`config.mk`:
```
export PLATFORM = sky130hd
export DESIGN_NAME = sfsm_core
export DESIGN_NICKNAME = d
export VERILOG_FILES = /design/src/hdl/sfsm_core.v
export VERILOG_INCLUDE_DIRS = /design/src /design/src/hdl
export SDC_FILE = /design/constraint.sdc
export NUM_CORES = 1
export LEC_CHECK = 0
export ABC_AREA = 1
export BUFFER_PORTS_ARGS = -buffer_cell sky130_fd_sc_hd__buf_4
export CORE_MARGIN = 1.5
export CORE_UTILIZATION = 35
export CTS_CLUSTER_SIZE = 12
export DETAILED_ROUTE_END_ITERATION = 16
export REMOVE_ABC_BUFFERS = 1
export SKIP_CTS_REPAIR_TIMING = 1
export SYNTH_ARGS = -nofsm -noshare
export SYNTH_HDL_FRONTEND = slang
export SYNTH_SLANG_ARGS = --single-unit
```
`constraint.sdc`:
```
create_clock -name clk_sys -period 3.7 [get_ports clk_sys]
set_clock_uncertainty 0.15 [all_clocks]
set_input_delay 0.74 -clock clk_sys [delete_from_list [all_inputs] [get_ports clk_sys]]
set_output_delay 0.74 -clock clk_sys [all_outputs]
set_load 0.005 [all_outputs]
```
`src/hdl/sfsm_consts.vh`:
```
// Constants for the serial flash status and map block.
// Assumes a single system clock; included by the core and its bench.
`ifndef SFSM_CONSTS_VH
`define SFSM_CONSTS_VH

// ---------------------------------------------------------------
// Clock and timing
// ---------------------------------------------------------------
`define SFSM_CLK_MHZ          50
`define SFSM_NV_WRITE_TIME_US 1000

// ---------------------------------------------------------------
// Status register field positions and reset value
// ---------------------------------------------------------------
`define SFSM_ST_BUSY      0
`define SFSM_ST_LATCH     1
`define SFSM_ST_PROT_LO   2
`define SFSM_ST_PROT_HI   5
`define SFSM_ST_QUAD      6
`define SFSM_ST_LOCK      7
`define SFSM_STATUS_RESET 8'h00

// ---------------------------------------------------------------
// Array map: 4 KB sectors, 32 KB and 64 KB blocks
// ---------------------------------------------------------------
`define SFSM_SECTOR_LSB  12
`define SFSM_BLK32_LSB   15
`define SFSM_BLK64_LSB   16
`define SFSM_ADDR_MSB    20

// ---------------------------------------------------------------
// Instruction codes
// ---------------------------------------------------------------
`define SFSM_OP_WR_ST    8'h01
`define SFSM_OP_PP       8'h02
`define SFSM_OP_WR_DIS   8'h04
`define SFSM_OP_RD_ST    8'h05
`define SFSM_OP_WR_EN    8'h06
`define SFSM_OP_SER_A    8'h20
`define SFSM_OP_SER_B    8'hd7
`define SFSM_OP_PPQ_A    8'h32
`define SFSM_OP_PPQ_B    8'h38
`define SFSM_OP_BE32     8'h52
`define SFSM_OP_BE64     8'hd8
`define SFSM_OP_CE_A     8'hc7
`define SFSM_OP_CE_B     8'h60
`define SFSM_OP_RDFR     8'h48
`define SFSM_OP_RDERP    8'h81
`define SFSM_OP_RSTEN    8'h66
`define SFSM_OP_RST      8'h99
`define SFSM_OP_SUSP     8'h75

// Bit counts of complete instructions
`define SFSM_BITS_OP     6'd8
`define SFSM_BITS_DATA   6'd16
`define SFSM_BITS_ADDR   6'd32

`endif

```
`src/hdl/sfsm_core.v`:
```
// Status register, busy gating and address map of a serial flash.
// Assumes SPI pins arrive asynchronously to clk_sys, which must run
// well above four times the serial clock; array work is done outside.
`include "sfsm_consts.vh"

// Notes on behaviour
// [RULE_01] The array is 4 KB sectors, eight per 32 KB block and sixteen per 64 KB block.
// [RULE_02] A register read keeps repeating the same register until chip select rises.
// [RULE_03] Status bit 0 is a read-only volatile busy flag, 1 while a write cycle runs.
// [RULE_04] Busy stays set for the whole of any program, erase or non-volatile write.
// [RULE_05] While busy only register reads and reset instructions are taken.
// [RULE_06] During a program or erase a suspend instruction is also taken.
// [RULE_07] When an operation ends busy clears and instructions are taken again.
// [RULE_08] Status bit 1 is the volatile write enable latch, set and cleared by its two commands.
// [RULE_09] The write enable latch clears when any write, program or erase completes.
// [RULE_10] Protect bits, quad enable and lock are non-volatile, written by write status, zero at start.
// [RULE_11] Status bits 2 to 5 select which blocks are write protected, zero protects none.
// [RULE_12] Status bit 6 enables the quad input and output function.
// [RULE_13] Status bit 7 write protects the status register; here it only refuses write status while the write protect pin is low.
// [RULE_14] The status register is read whole by its read command, most significant bit first.
// [RULE_15] The busy flag in a repeated status read follows the live internal state.
module sfsm_core #(
    parameter NV_WRITE_CYCLES = `SFSM_NV_WRITE_TIME_US * `SFSM_CLK_MHZ
) (
    input  wire        clk_sys,
    input  wire        rst,
    input  wire        spi_sck,
    input  wire        spi_cs_n,
    input  wire        spi_si,
    input  wire        wp_n,
    output wire        spi_so,
    output wire        spi_so_oe,
    output reg         array_op_start,
    output reg  [7:0]  array_op_code,
    output reg  [23:0] array_op_addr,
    input  wire        array_op_done,
    output reg         suspend_req,
    output reg         reset_req,
    output wire [8:0]  sector_index,
    output wire [5:0]  block32_index,
    output wire [4:0]  block64_index,
    output wire        quad_io_enable,
    output wire [7:0]  device_status
);

    // ---------------------------------------------------------------
    // Pin synchronisers
    // ---------------------------------------------------------------
    reg  [2:0]  sck_q;
    reg  [1:0]  cs_q;
    reg         cs_last_q;
    reg  [1:0]  si_q;
    reg  [1:0]  wp_q;

    // Two flops per pin; edge detect looks only at stage two onward
    always @(posedge clk_sys) begin
        if (rst) begin
            sck_q     <= 3'h0;
            cs_q      <= 2'h3;
            cs_last_q <= 1'b1;
            si_q      <= 2'h0;
            wp_q      <= 2'h3;
        end else begin
            sck_q     <= {sck_q[1:0], spi_sck};
            cs_q      <= {cs_q[0], spi_cs_n};
            cs_last_q <= cs_q[1];
            si_q      <= {si_q[0], spi_si};
            wp_q      <= {wp_q[0], wp_n};
        end
    end

    wire sck_rise = sck_q[1] & ~sck_q[2];
    wire sck_fall = ~sck_q[1] & sck_q[2];
    wire cs_low   = ~cs_q[1];
    wire cs_rise  = cs_q[1] & ~cs_last_q;

    // ---------------------------------------------------------------
    // State
    // ---------------------------------------------------------------
    reg  [5:0]  cnt_q;
    reg  [31:0] shift_q;
    reg  [7:0]  op_q;
    reg  [7:0]  wrdata_q;
    reg  [23:0] addr_q;
    reg         rd_q;
    reg  [2:0]  rd_idx_q;
    reg         so_q;
    reg         busy_q;
    reg         wen_q;
    reg         nv_wr_q;
    reg  [5:0]  nv_bits_q;
    reg  [5:0]  nv_pend_q;
    reg  [19:0] timer_q;
    wire [7:0]  st_reset = `SFSM_STATUS_RESET;

    // [RULE_03] busy flag bit
    // [RULE_08] latch bit
    assign device_status = {nv_bits_q, wen_q, busy_q};
    // [RULE_12] quad enable bit
    assign quad_io_enable = nv_bits_q[`SFSM_ST_QUAD - 2];

    // [RULE_01] sector and block split
    assign sector_index  = addr_q[`SFSM_ADDR_MSB:`SFSM_SECTOR_LSB];
    assign block32_index = addr_q[`SFSM_ADDR_MSB:`SFSM_BLK32_LSB];
    assign block64_index = addr_q[`SFSM_ADDR_MSB:`SFSM_BLK64_LSB];

    // ---------------------------------------------------------------
    // Protection decode of a 64 KB block
    // ---------------------------------------------------------------
    // [RULE_11] protect level table
    function prot_hit;
        input [3:0] lvl;
        input [4:0] blk;
        begin
            case (lvl)
                4'h0:    prot_hit = 1'b0;
                4'h1:    prot_hit = (blk >= 5'd31);
                4'h2:    prot_hit = (blk >= 5'd30);
                4'h3:    prot_hit = (blk >= 5'd28);
                4'h4:    prot_hit = (blk >= 5'd24);
                4'h5:    prot_hit = (blk >= 5'd16);
                4'ha:    prot_hit = (blk < 5'd16);
                4'hb:    prot_hit = (blk < 5'd8);
                4'hc:    prot_hit = (blk < 5'd4);
                4'hd:    prot_hit = (blk < 5'd2);
                4'he:    prot_hit = (blk == 5'd0);
                4'hf:    prot_hit = 1'b0;
                default: prot_hit = 1'b1;
            endcase
        end
    endfunction

    // ---------------------------------------------------------------
    // Instruction decode at chip select release
    // ---------------------------------------------------------------
    wire [3:0]  prot_lvl  = nv_bits_q[3:0];
    wire [23:0] new_addr  = shift_q[23:0];
    wire        is_pe     = (op_q == `SFSM_OP_PP) || (op_q == `SFSM_OP_PPQ_A) || (op_q == `SFSM_OP_PPQ_B) ||
                            (op_q == `SFSM_OP_SER_A) || (op_q == `SFSM_OP_SER_B) ||
                            (op_q == `SFSM_OP_BE32) || (op_q == `SFSM_OP_BE64);
    wire        is_ce     = (op_q == `SFSM_OP_CE_A) || (op_q == `SFSM_OP_CE_B);
    // [RULE_05] commands allowed while busy
    // [RULE_06] suspend only during array work
    wire        busy_ok   = (op_q == `SFSM_OP_RD_ST) || (op_q == `SFSM_OP_RDFR) || (op_q == `SFSM_OP_RDERP) ||
                            (op_q == `SFSM_OP_RSTEN) || (op_q == `SFSM_OP_RST) ||
                            ((op_q == `SFSM_OP_SUSP) && !nv_wr_q);
    wire        take      = cs_rise && (cnt_q >= `SFSM_BITS_OP) && (!busy_q || busy_ok);
    // [RULE_13] lock with write protect pin low refuses write status
    wire        sr_locked = nv_bits_q[`SFSM_ST_LOCK - 2] && !wp_q[1];
    wire        nv_done   = nv_wr_q && (timer_q == NV_WRITE_CYCLES - 1);
    wire        arr_done  = busy_q && !nv_wr_q && array_op_done;

    // ---------------------------------------------------------------
    // Serial shifter and status read-out
    // ---------------------------------------------------------------
    // Bits shift in on rising edges; status shifts out on falling edges
    always @(posedge clk_sys) begin
        if (rst || !cs_low) begin
            cnt_q    <= 6'h00;
            rd_q     <= 1'b0;
            rd_idx_q <= 3'h0;
            so_q     <= 1'b0;
            if (rst) begin
                shift_q <= 32'h00000000;
                op_q    <= 8'h00;
            end
        end else begin
            if (sck_rise) begin
                shift_q <= {shift_q[30:0], si_q[1]};
                if (cnt_q != 6'h3f) begin
                    cnt_q <= cnt_q + 6'h01;
                end
                if (cnt_q == `SFSM_BITS_OP - 6'h01) begin
                    op_q <= {shift_q[6:0], si_q[1]};
                    // [RULE_14] read status command opens read-out
                    rd_q <= ({shift_q[6:0], si_q[1]} == `SFSM_OP_RD_ST);
                end
            end
            if (sck_fall && rd_q) begin
                // [RULE_15] live busy sampled at every bit
                // [RULE_14] most significant bit first
                so_q     <= device_status[3'h7 - rd_idx_q];
                // [RULE_02] index wraps to repeat the byte
                rd_idx_q <= rd_idx_q + 3'h1;
            end
        end
    end

    assign spi_so    = so_q;
    assign spi_so_oe = rd_q & cs_low;

    // Capture data byte and address as they complete
    always @(posedge clk_sys) begin
        if (rst) begin
            wrdata_q <= 8'h00;
            addr_q   <= 24'h000000;
        end else if (cs_low && sck_rise) begin
            if (cnt_q == `SFSM_BITS_DATA - 6'h01) begin
                wrdata_q <= {shift_q[6:0], si_q[1]};
            end
            if (cnt_q == `SFSM_BITS_ADDR - 6'h01) begin
                addr_q <= {new_addr[22:0], si_q[1]};
            end
        end
    end

    // ---------------------------------------------------------------
    // Status bits, busy and array requests
    // ---------------------------------------------------------------
    // Completion is checked before new work, so a start in the same cycle wins
    always @(posedge clk_sys) begin
        if (rst) begin
            busy_q         <= 1'b0;
            wen_q          <= 1'b0;
            nv_wr_q        <= 1'b0;
            // [RULE_10] factory value zero
            nv_bits_q      <= st_reset[7:2];
            nv_pend_q      <= 6'h00;
            timer_q        <= 20'h00000;
            array_op_start <= 1'b0;
            array_op_code  <= 8'h00;
            array_op_addr  <= 24'h000000;
            suspend_req    <= 1'b0;
            reset_req      <= 1'b0;
        end else begin
            array_op_start <= 1'b0;
            suspend_req    <= 1'b0;
            reset_req      <= 1'b0;
            if (nv_wr_q) begin
                timer_q <= timer_q + 20'h00001;
            end
            // [RULE_07] busy ends on completion, success or not
            // [RULE_09] latch drops with it
            if (nv_done || arr_done) begin
                busy_q  <= 1'b0;
                wen_q   <= 1'b0;
                nv_wr_q <= 1'b0;
                if (nv_done) begin
                    // [RULE_10] new cells land at the end of the write
                    nv_bits_q <= nv_pend_q;
                end
            end
            if (take) begin
                case (op_q)
                    // [RULE_08] only these two commands move the latch; completion also clears it
                    `SFSM_OP_WR_EN:  if (cnt_q == `SFSM_BITS_OP) wen_q <= 1'b1;
                    `SFSM_OP_WR_DIS: if (cnt_q == `SFSM_BITS_OP) wen_q <= 1'b0;
                    `SFSM_OP_WR_ST: begin
                        // [RULE_04] busy through the non-volatile write
                        if (cnt_q >= `SFSM_BITS_DATA && wen_q && !sr_locked) begin
                            nv_pend_q <= wrdata_q[7:2];
                            nv_wr_q   <= 1'b1;
                            busy_q    <= 1'b1;
                            timer_q   <= 20'h00000;
                        end
                    end
                    `SFSM_OP_SUSP:  suspend_req <= busy_q;
                    `SFSM_OP_RST:   reset_req   <= 1'b1;
                    default: begin
                        // [RULE_04] busy through program or erase
                        if (wen_q && ((is_pe && cnt_q >= `SFSM_BITS_ADDR &&
                                       !prot_hit(prot_lvl, addr_q[`SFSM_ADDR_MSB:`SFSM_BLK64_LSB])) ||
                                      (is_ce && cnt_q == `SFSM_BITS_OP && prot_lvl == 4'h0))) begin
                            busy_q         <= 1'b1;
                            array_op_start <= 1'b1;
                            array_op_code  <= op_q;
                            array_op_addr  <= addr_q;
                        end
                    end
                endcase
            end
        end
    end

endmodule // sfsm_core

```
## Word level (Yosys, flattened, before mapping)

Index checks and enable logic that the tools add are counted.

- $add $sub $neg: 4
- Multipliers: 0
- Divide/modulo/power cells: 0
- Magnitude comparators: 13
- Equality and inequality tests: 37
- Shift operators: 0
- Muxes and demuxes: 33
- Bitwise operators: 11
- Reductions and logical operators: 56

Operator list:

| operator | number |
|---|---|
| $mux W20 | 4 |
| $mux W23 | 3 |
| $eq A8 B7 Y1 const B | 5 |
| $eq A8 B8 Y1 const B | 5 |
| $eq A8 B3 Y1 const B | 4 |
| $mux W8 | 4 |
| $ge A5 B5 Y1 const B | 5 |
| $eq A4 B4 Y1 const B | 6 |
| $eq A8 B6 Y1 const B | 3 |
| $add A20 B1 Y20 const B | 1 |
| $eq A20 B16 Y1 const B | 1 |
| $mux W1 | 18 |
| $logic_and A1 B1 Y1 | 16 |
| $logic_or A1 B1 Y1 | 16 |
| $eq A6 B4 Y1 const B | 2 |
| $reduce_and A2 Y1 | 6 |
| $pmux W1 S11 | 1 |
| $reduce_and A3 Y1 | 3 |
| $eq A4 B2 Y1 const B | 2 |
| $eq A4 B3 Y1 const B | 2 |
| $eq A8 B1 Y1 const B | 1 |
| $eq A8 B2 Y1 const B | 1 |
| $not A1 Y1 | 7 |
| $reduce_or A7 Y1 | 1 |
| 27 further kinds | 37 |

- Flip-flop bits (word level): 154
- Bits in latches: 0
- Bits in writable memories: 0
- ROM bits: 0
- Input port bits: 7
- Output and inout port bits: 66
- Logic and storage cells: 178
- Memories: 0

## Logic depth before layout (Yosys ltp)

- Depth in word-level cells: 17
- Mapped depth: 15
- Gate-level depth less buffers: 14

## Worst setup path before layout

No wires, ideal clock.

- Path type: in2reg
- Start point: in rst
- End point: reg shift_q[0], enable pin
- Library setup time: 0.419 ns
- Data arrival time: 1.802 ns
- Required time: 3.131 ns
- Slack: 1.330 ns
- Cell stages on the path: 4
- Buffers on the path: 2
- Path through: inv_1 clkbuf_1 clkbuf_1 nand2_1

- Cells in the longest elaborated chain, start to end: 3
- Elaborated cells between the ends (all ways): 4
- Classes of those cells: eq/ne: 1; reduce/logical: 3

RTL lines:

| item | line | RTL |
|---|---|---|
| start, declared | sfsm_core.v:26 | `input wire rst,` |
| $logic_or A1 B1 Y1 | sfsm_core.v:158 | `if (rst \|\| !cs_low) begin` |
| $ne A2 B2 Y1 (no source line) or $reduce_bool A2 Y1 (tied branches) | - |  |
| $reduce_and A2 Y1 (no source line) (*) | - |  |
| end signal, assigned | sfsm_core.v:169 | `shift_q <= {shift_q[30:0], si_q[1]};` |
| end, declared | sfsm_core.v:81 | `reg [31:0] shift_q;` |

Mark *: on every way between the ends. The rest lies on a longest branch, timed or not.
A chain may end at the register's enable or synchronous reset.

## Worst setup path after layout

- Start point: reg nv_wr_q
- End point: reg nv_bits_q[5]

- Cells in the longest elaborated chain, start to end: 5
- Elaborated cells between the ends (all ways): 6
- Classes of those cells: reduce/logical: 6

RTL lines:

| item | line | RTL |
|---|---|---|
| start, declared | sfsm_core.v:90 | `reg nv_wr_q;` |
| start signal, assigned | sfsm_core.v:215 | `nv_wr_q <= 1'b0;` |
| start signal, assigned | sfsm_core.v:237 | `nv_wr_q <= 1'b0;` |
| start signal, assigned | sfsm_core.v:252 | `nv_wr_q <= 1'b1;` |
| $logic_not A1 Y1 | sfsm_core.v:151 | `wire arr_done = busy_q && !nv_wr_q && array_op_done;` |
| $logic_and A1 B1 Y1 (2 in series) | sfsm_core.v:151 |  |
| $logic_or A1 B1 Y1 | sfsm_core.v:234 | `if (nv_done \|\| arr_done) begin` |
| $reduce_and A2 Y1 (no source line) (*) | - |  |
| end signal, assigned | sfsm_core.v:217 | `nv_bits_q <= st_reset[7:2];` |
| end signal, assigned | sfsm_core.v:240 | `nv_bits_q <= nv_pend_q;` |
| end, declared | sfsm_core.v:91 | `reg [5:0] nv_bits_q;` |

Marked as above.

==> metrics.yaml <==
sta:
  slew_violations: 0
  finalHoldViolCount: 0
  setup-violations-final: 0
  rsz0062_at_grt: "no"
  worst_pin_slew_ps: 981.8
  maxSlewHeadroom_pct: 34.39
  fin_crit_ps: 2377
  tns_ps: 0
  max_freq_mhz: 420.6
  period_share_pct: 64.26
  fin_ws_ps: 1323
place:
  placed_area_um2: 7157
  post-dp-hpwl_um: 9494
  gp_congestion: 0.8530
  post-place-cells: 1141
  dp_slack_ps: 1250
  io_buffers: 72
layout:
  instances_no_fill: 1173
  drive_gt1_share_pct: 13.53
  areaGrowthSynthToFinish_pct: 16.64
  final_cell_mix: "170 x nand2_1, 157 x nor2_1, 134 x inv_1, 121 x dfxtp_1, 77 x buf_4"
  nNetsFinal: 937
  final_common_cell: "nand2_1"
  n_antenna_cell: 0
  final_area_um2: 7699
  fin_util_pct: 41.43
floorplanning:
  io_pins: 73
  core_um2: 18580
  initial_core_util_pct: 35.52
  num_rows: 50
  die_w_um: 140.3
  die_y_um: 140.3
  dieArea_um2: 19690
logic_synthesis:
  synth_cell_type_count: 32
  synthCells: 881
  syn_area_um2: 6600
  synth.top_cell.area_share_pct: 36.70
  ys_seq_elements: 152
  yosysTopAreaCell: "dfxtp_1"
  ys_warn_count: 0
  syn_avg_cell_area_um2: 7.492
  ys_seq_area_share_pct: 50.81
  synthTopCellsByArea: "dfxtp_1 37%, edfxtp_1 14%, nand2_1 9.7%, nor2_1 8.9%, inv_1 7.7%"
worst_setup_path:
  startpoint_type: "flop"
  cp-end-kind: "flop"
  reg2reg_slack_ps: 1320
  crit_arrival_ps: 2500
  cp_max_fo: 15
  required_ps: 3820
  worstReg2RegEnd: "nv_bits_q[5]"
  worstRegToRegCells: 5
  path_class: "flop to flop"
  r2r_start: "nv_wr_q"
clocking:
  root_buffer: "clkbuf_16"
  numCtsBuffers: 17
  clkSinkCount: 152
  cts.path.max_buffers: 2
  tritoncts: "built"
  h-tree-depth: 4
  clkTransAtPathRegs_ps: 60
  insertion_delay_ps: 420
grt:
  grt_pass1_vias: 4863
  grt_overflow: 0
  grt_use_met1_pct: 20.08
  antenna_found_initial: 0
  use_met2_pct: 23.19
  busiest_layer: "met2"
  grt_max_degree: 84
  grt_pass1_wl_um: 23530
  grt_usage_pct: 14.96
  use_met3_pct: 3.966
status:
  status: "finished, final reports clean"
power:
  p_clk_share_pct: 47.2
  internal_power_mw: 2.652
  power_switching_uw: 742.7
  peakVddDrop_mv: 0.3058
  p_leak_nw: 3.673
  p_seq_share_pct: 50.7
  swShare_pct: 21.88
  comb_power_share_pct: 2.1
  pwr_density_cell_nw_per_um2: 440.9
routing:
  viasPerCell: 4.482
  vias: 5257
  wl_per_cell_um: 11.89
  drt_first_iter_violations: 343
  drc: 0
  drt_pass1_iterations: 4
  ant_nets: 0
  drt_wl_total_um: 13950
hold_path:
  hold_depth: 2
  whs_endpoint: "sck_q[1]"
  min_path_type: "flop to flop"
  holdCritStartpoint: "sck_q[0]"
run:
  maxCapViolCount: 0
cell families after synthesis:
kind of cell	after synthesis	share of synthesized area, %
AO/OA/AOI/OAI	121	9.384
buffers and inverters	193	12.93
flip-flops	152	50.81
adder cells (fa/ha/maj)	4	0.7583
XOR/XNOR	5	0.6635
AND/OR/NAND/NOR	406	25.46
synth_stat cells, drive strengths merged:
master	n
a211oi	1
a21oi	60
buf	36
clkbuf	15
clkinv	1
dfxtp	121
edfxtp	31
ha	4
inv	141
nand2	175
nand3	33
nand4	11
nor2	158
nor3	10
nor3b	2
nor4	7
o211ai	3
o21ai	55
o21bai	1
o22ai	1
or2	10
xnor2	1
xor2	4
power by group through the flow:
stage | Sequential [mW] | Combinational (mW) | Clock, mW
2_1_floorplan | 1.75 | 0.0447 | 0
5_1_grt | 1.72 | 0.0812 | 1.72
4_1_cts | 1.72 | 0.0720 | 1.64
3_3_place_gp | 1.76 | 0.0720 | 0
6_report | 1.72 | 0.0701 | 1.60
3_5_place_dp | 1.76 | 0.0718 | 0
metal layers:
layer / wire [um] / vias to the layer above
met2: 6301 / 87
met4: 159 / 0
li1: - / 2819
met1: 6981 / 2340
met5: 0 / -
met3: 509 / 11
critical path: stages, from the launching register on:
cell     delay [ps]
dfxtp_1         460
inv_2           170
nor4_1          280
nand4_1         600
o21ai_0         490
a21oi_1          80
through the flow:
stage | hold WS (ps) | total power [mW]
2_1_floorplan | 238.3 | 1.797
3_3_place_gp | 240.0 | 1.828
3_5_place_dp | 243.7 | 1.829
4_1_cts | 253.0 | 3.436
5_1_grt | 264.6 | 3.520
6_report | 247.8 | 3.394
worst max path at each step:
stage	slack [ps]	end	depth (start not counted)	startpoint
final	1320	nv_bits_q[5]	5	nv_wr_q
after global routing	1050	array_op_addr[8]	10	op_q[5]
after CTS	1280	array_op_code[0]	12	op_q[3]
after detailed placement	1250	op_q[7]	5	rst
after global placement	1210	op_q[2]	5	rst
after floorplan	-490	addr_q[0]	5	cnt_q[0]
state kept, by name, summed over array words and instances (netlist names), 3 cells and up:
signal,count
addr_q,24
array_op_addr,24
shift_q,23
timer_q,20
array_op_code,8
op_q,8
cnt_q,6
nv_bits_q,6
nv_pend_q,6
wrdata_q,6
rd_idx_q,3
sck_q,3
area by class of cell:
| cell class | count | area, um2 |
|---|---|---|
| Inverter | 142 | 533.0 |
| Clock inverter | 11 | 101.3 |
| Multi-Input combinational cell | 536 | 2400 |
| Timing Repair Buffer | 77 | 578.1 |
| Fill cell | 1865 | 10880 |
| Clock buffer | 21 | 440.4 |
| Tap cell | 234 | 292.8 |
| Sequential cell | 152 | 3353 |
Power figures use the tool's default switching activity.
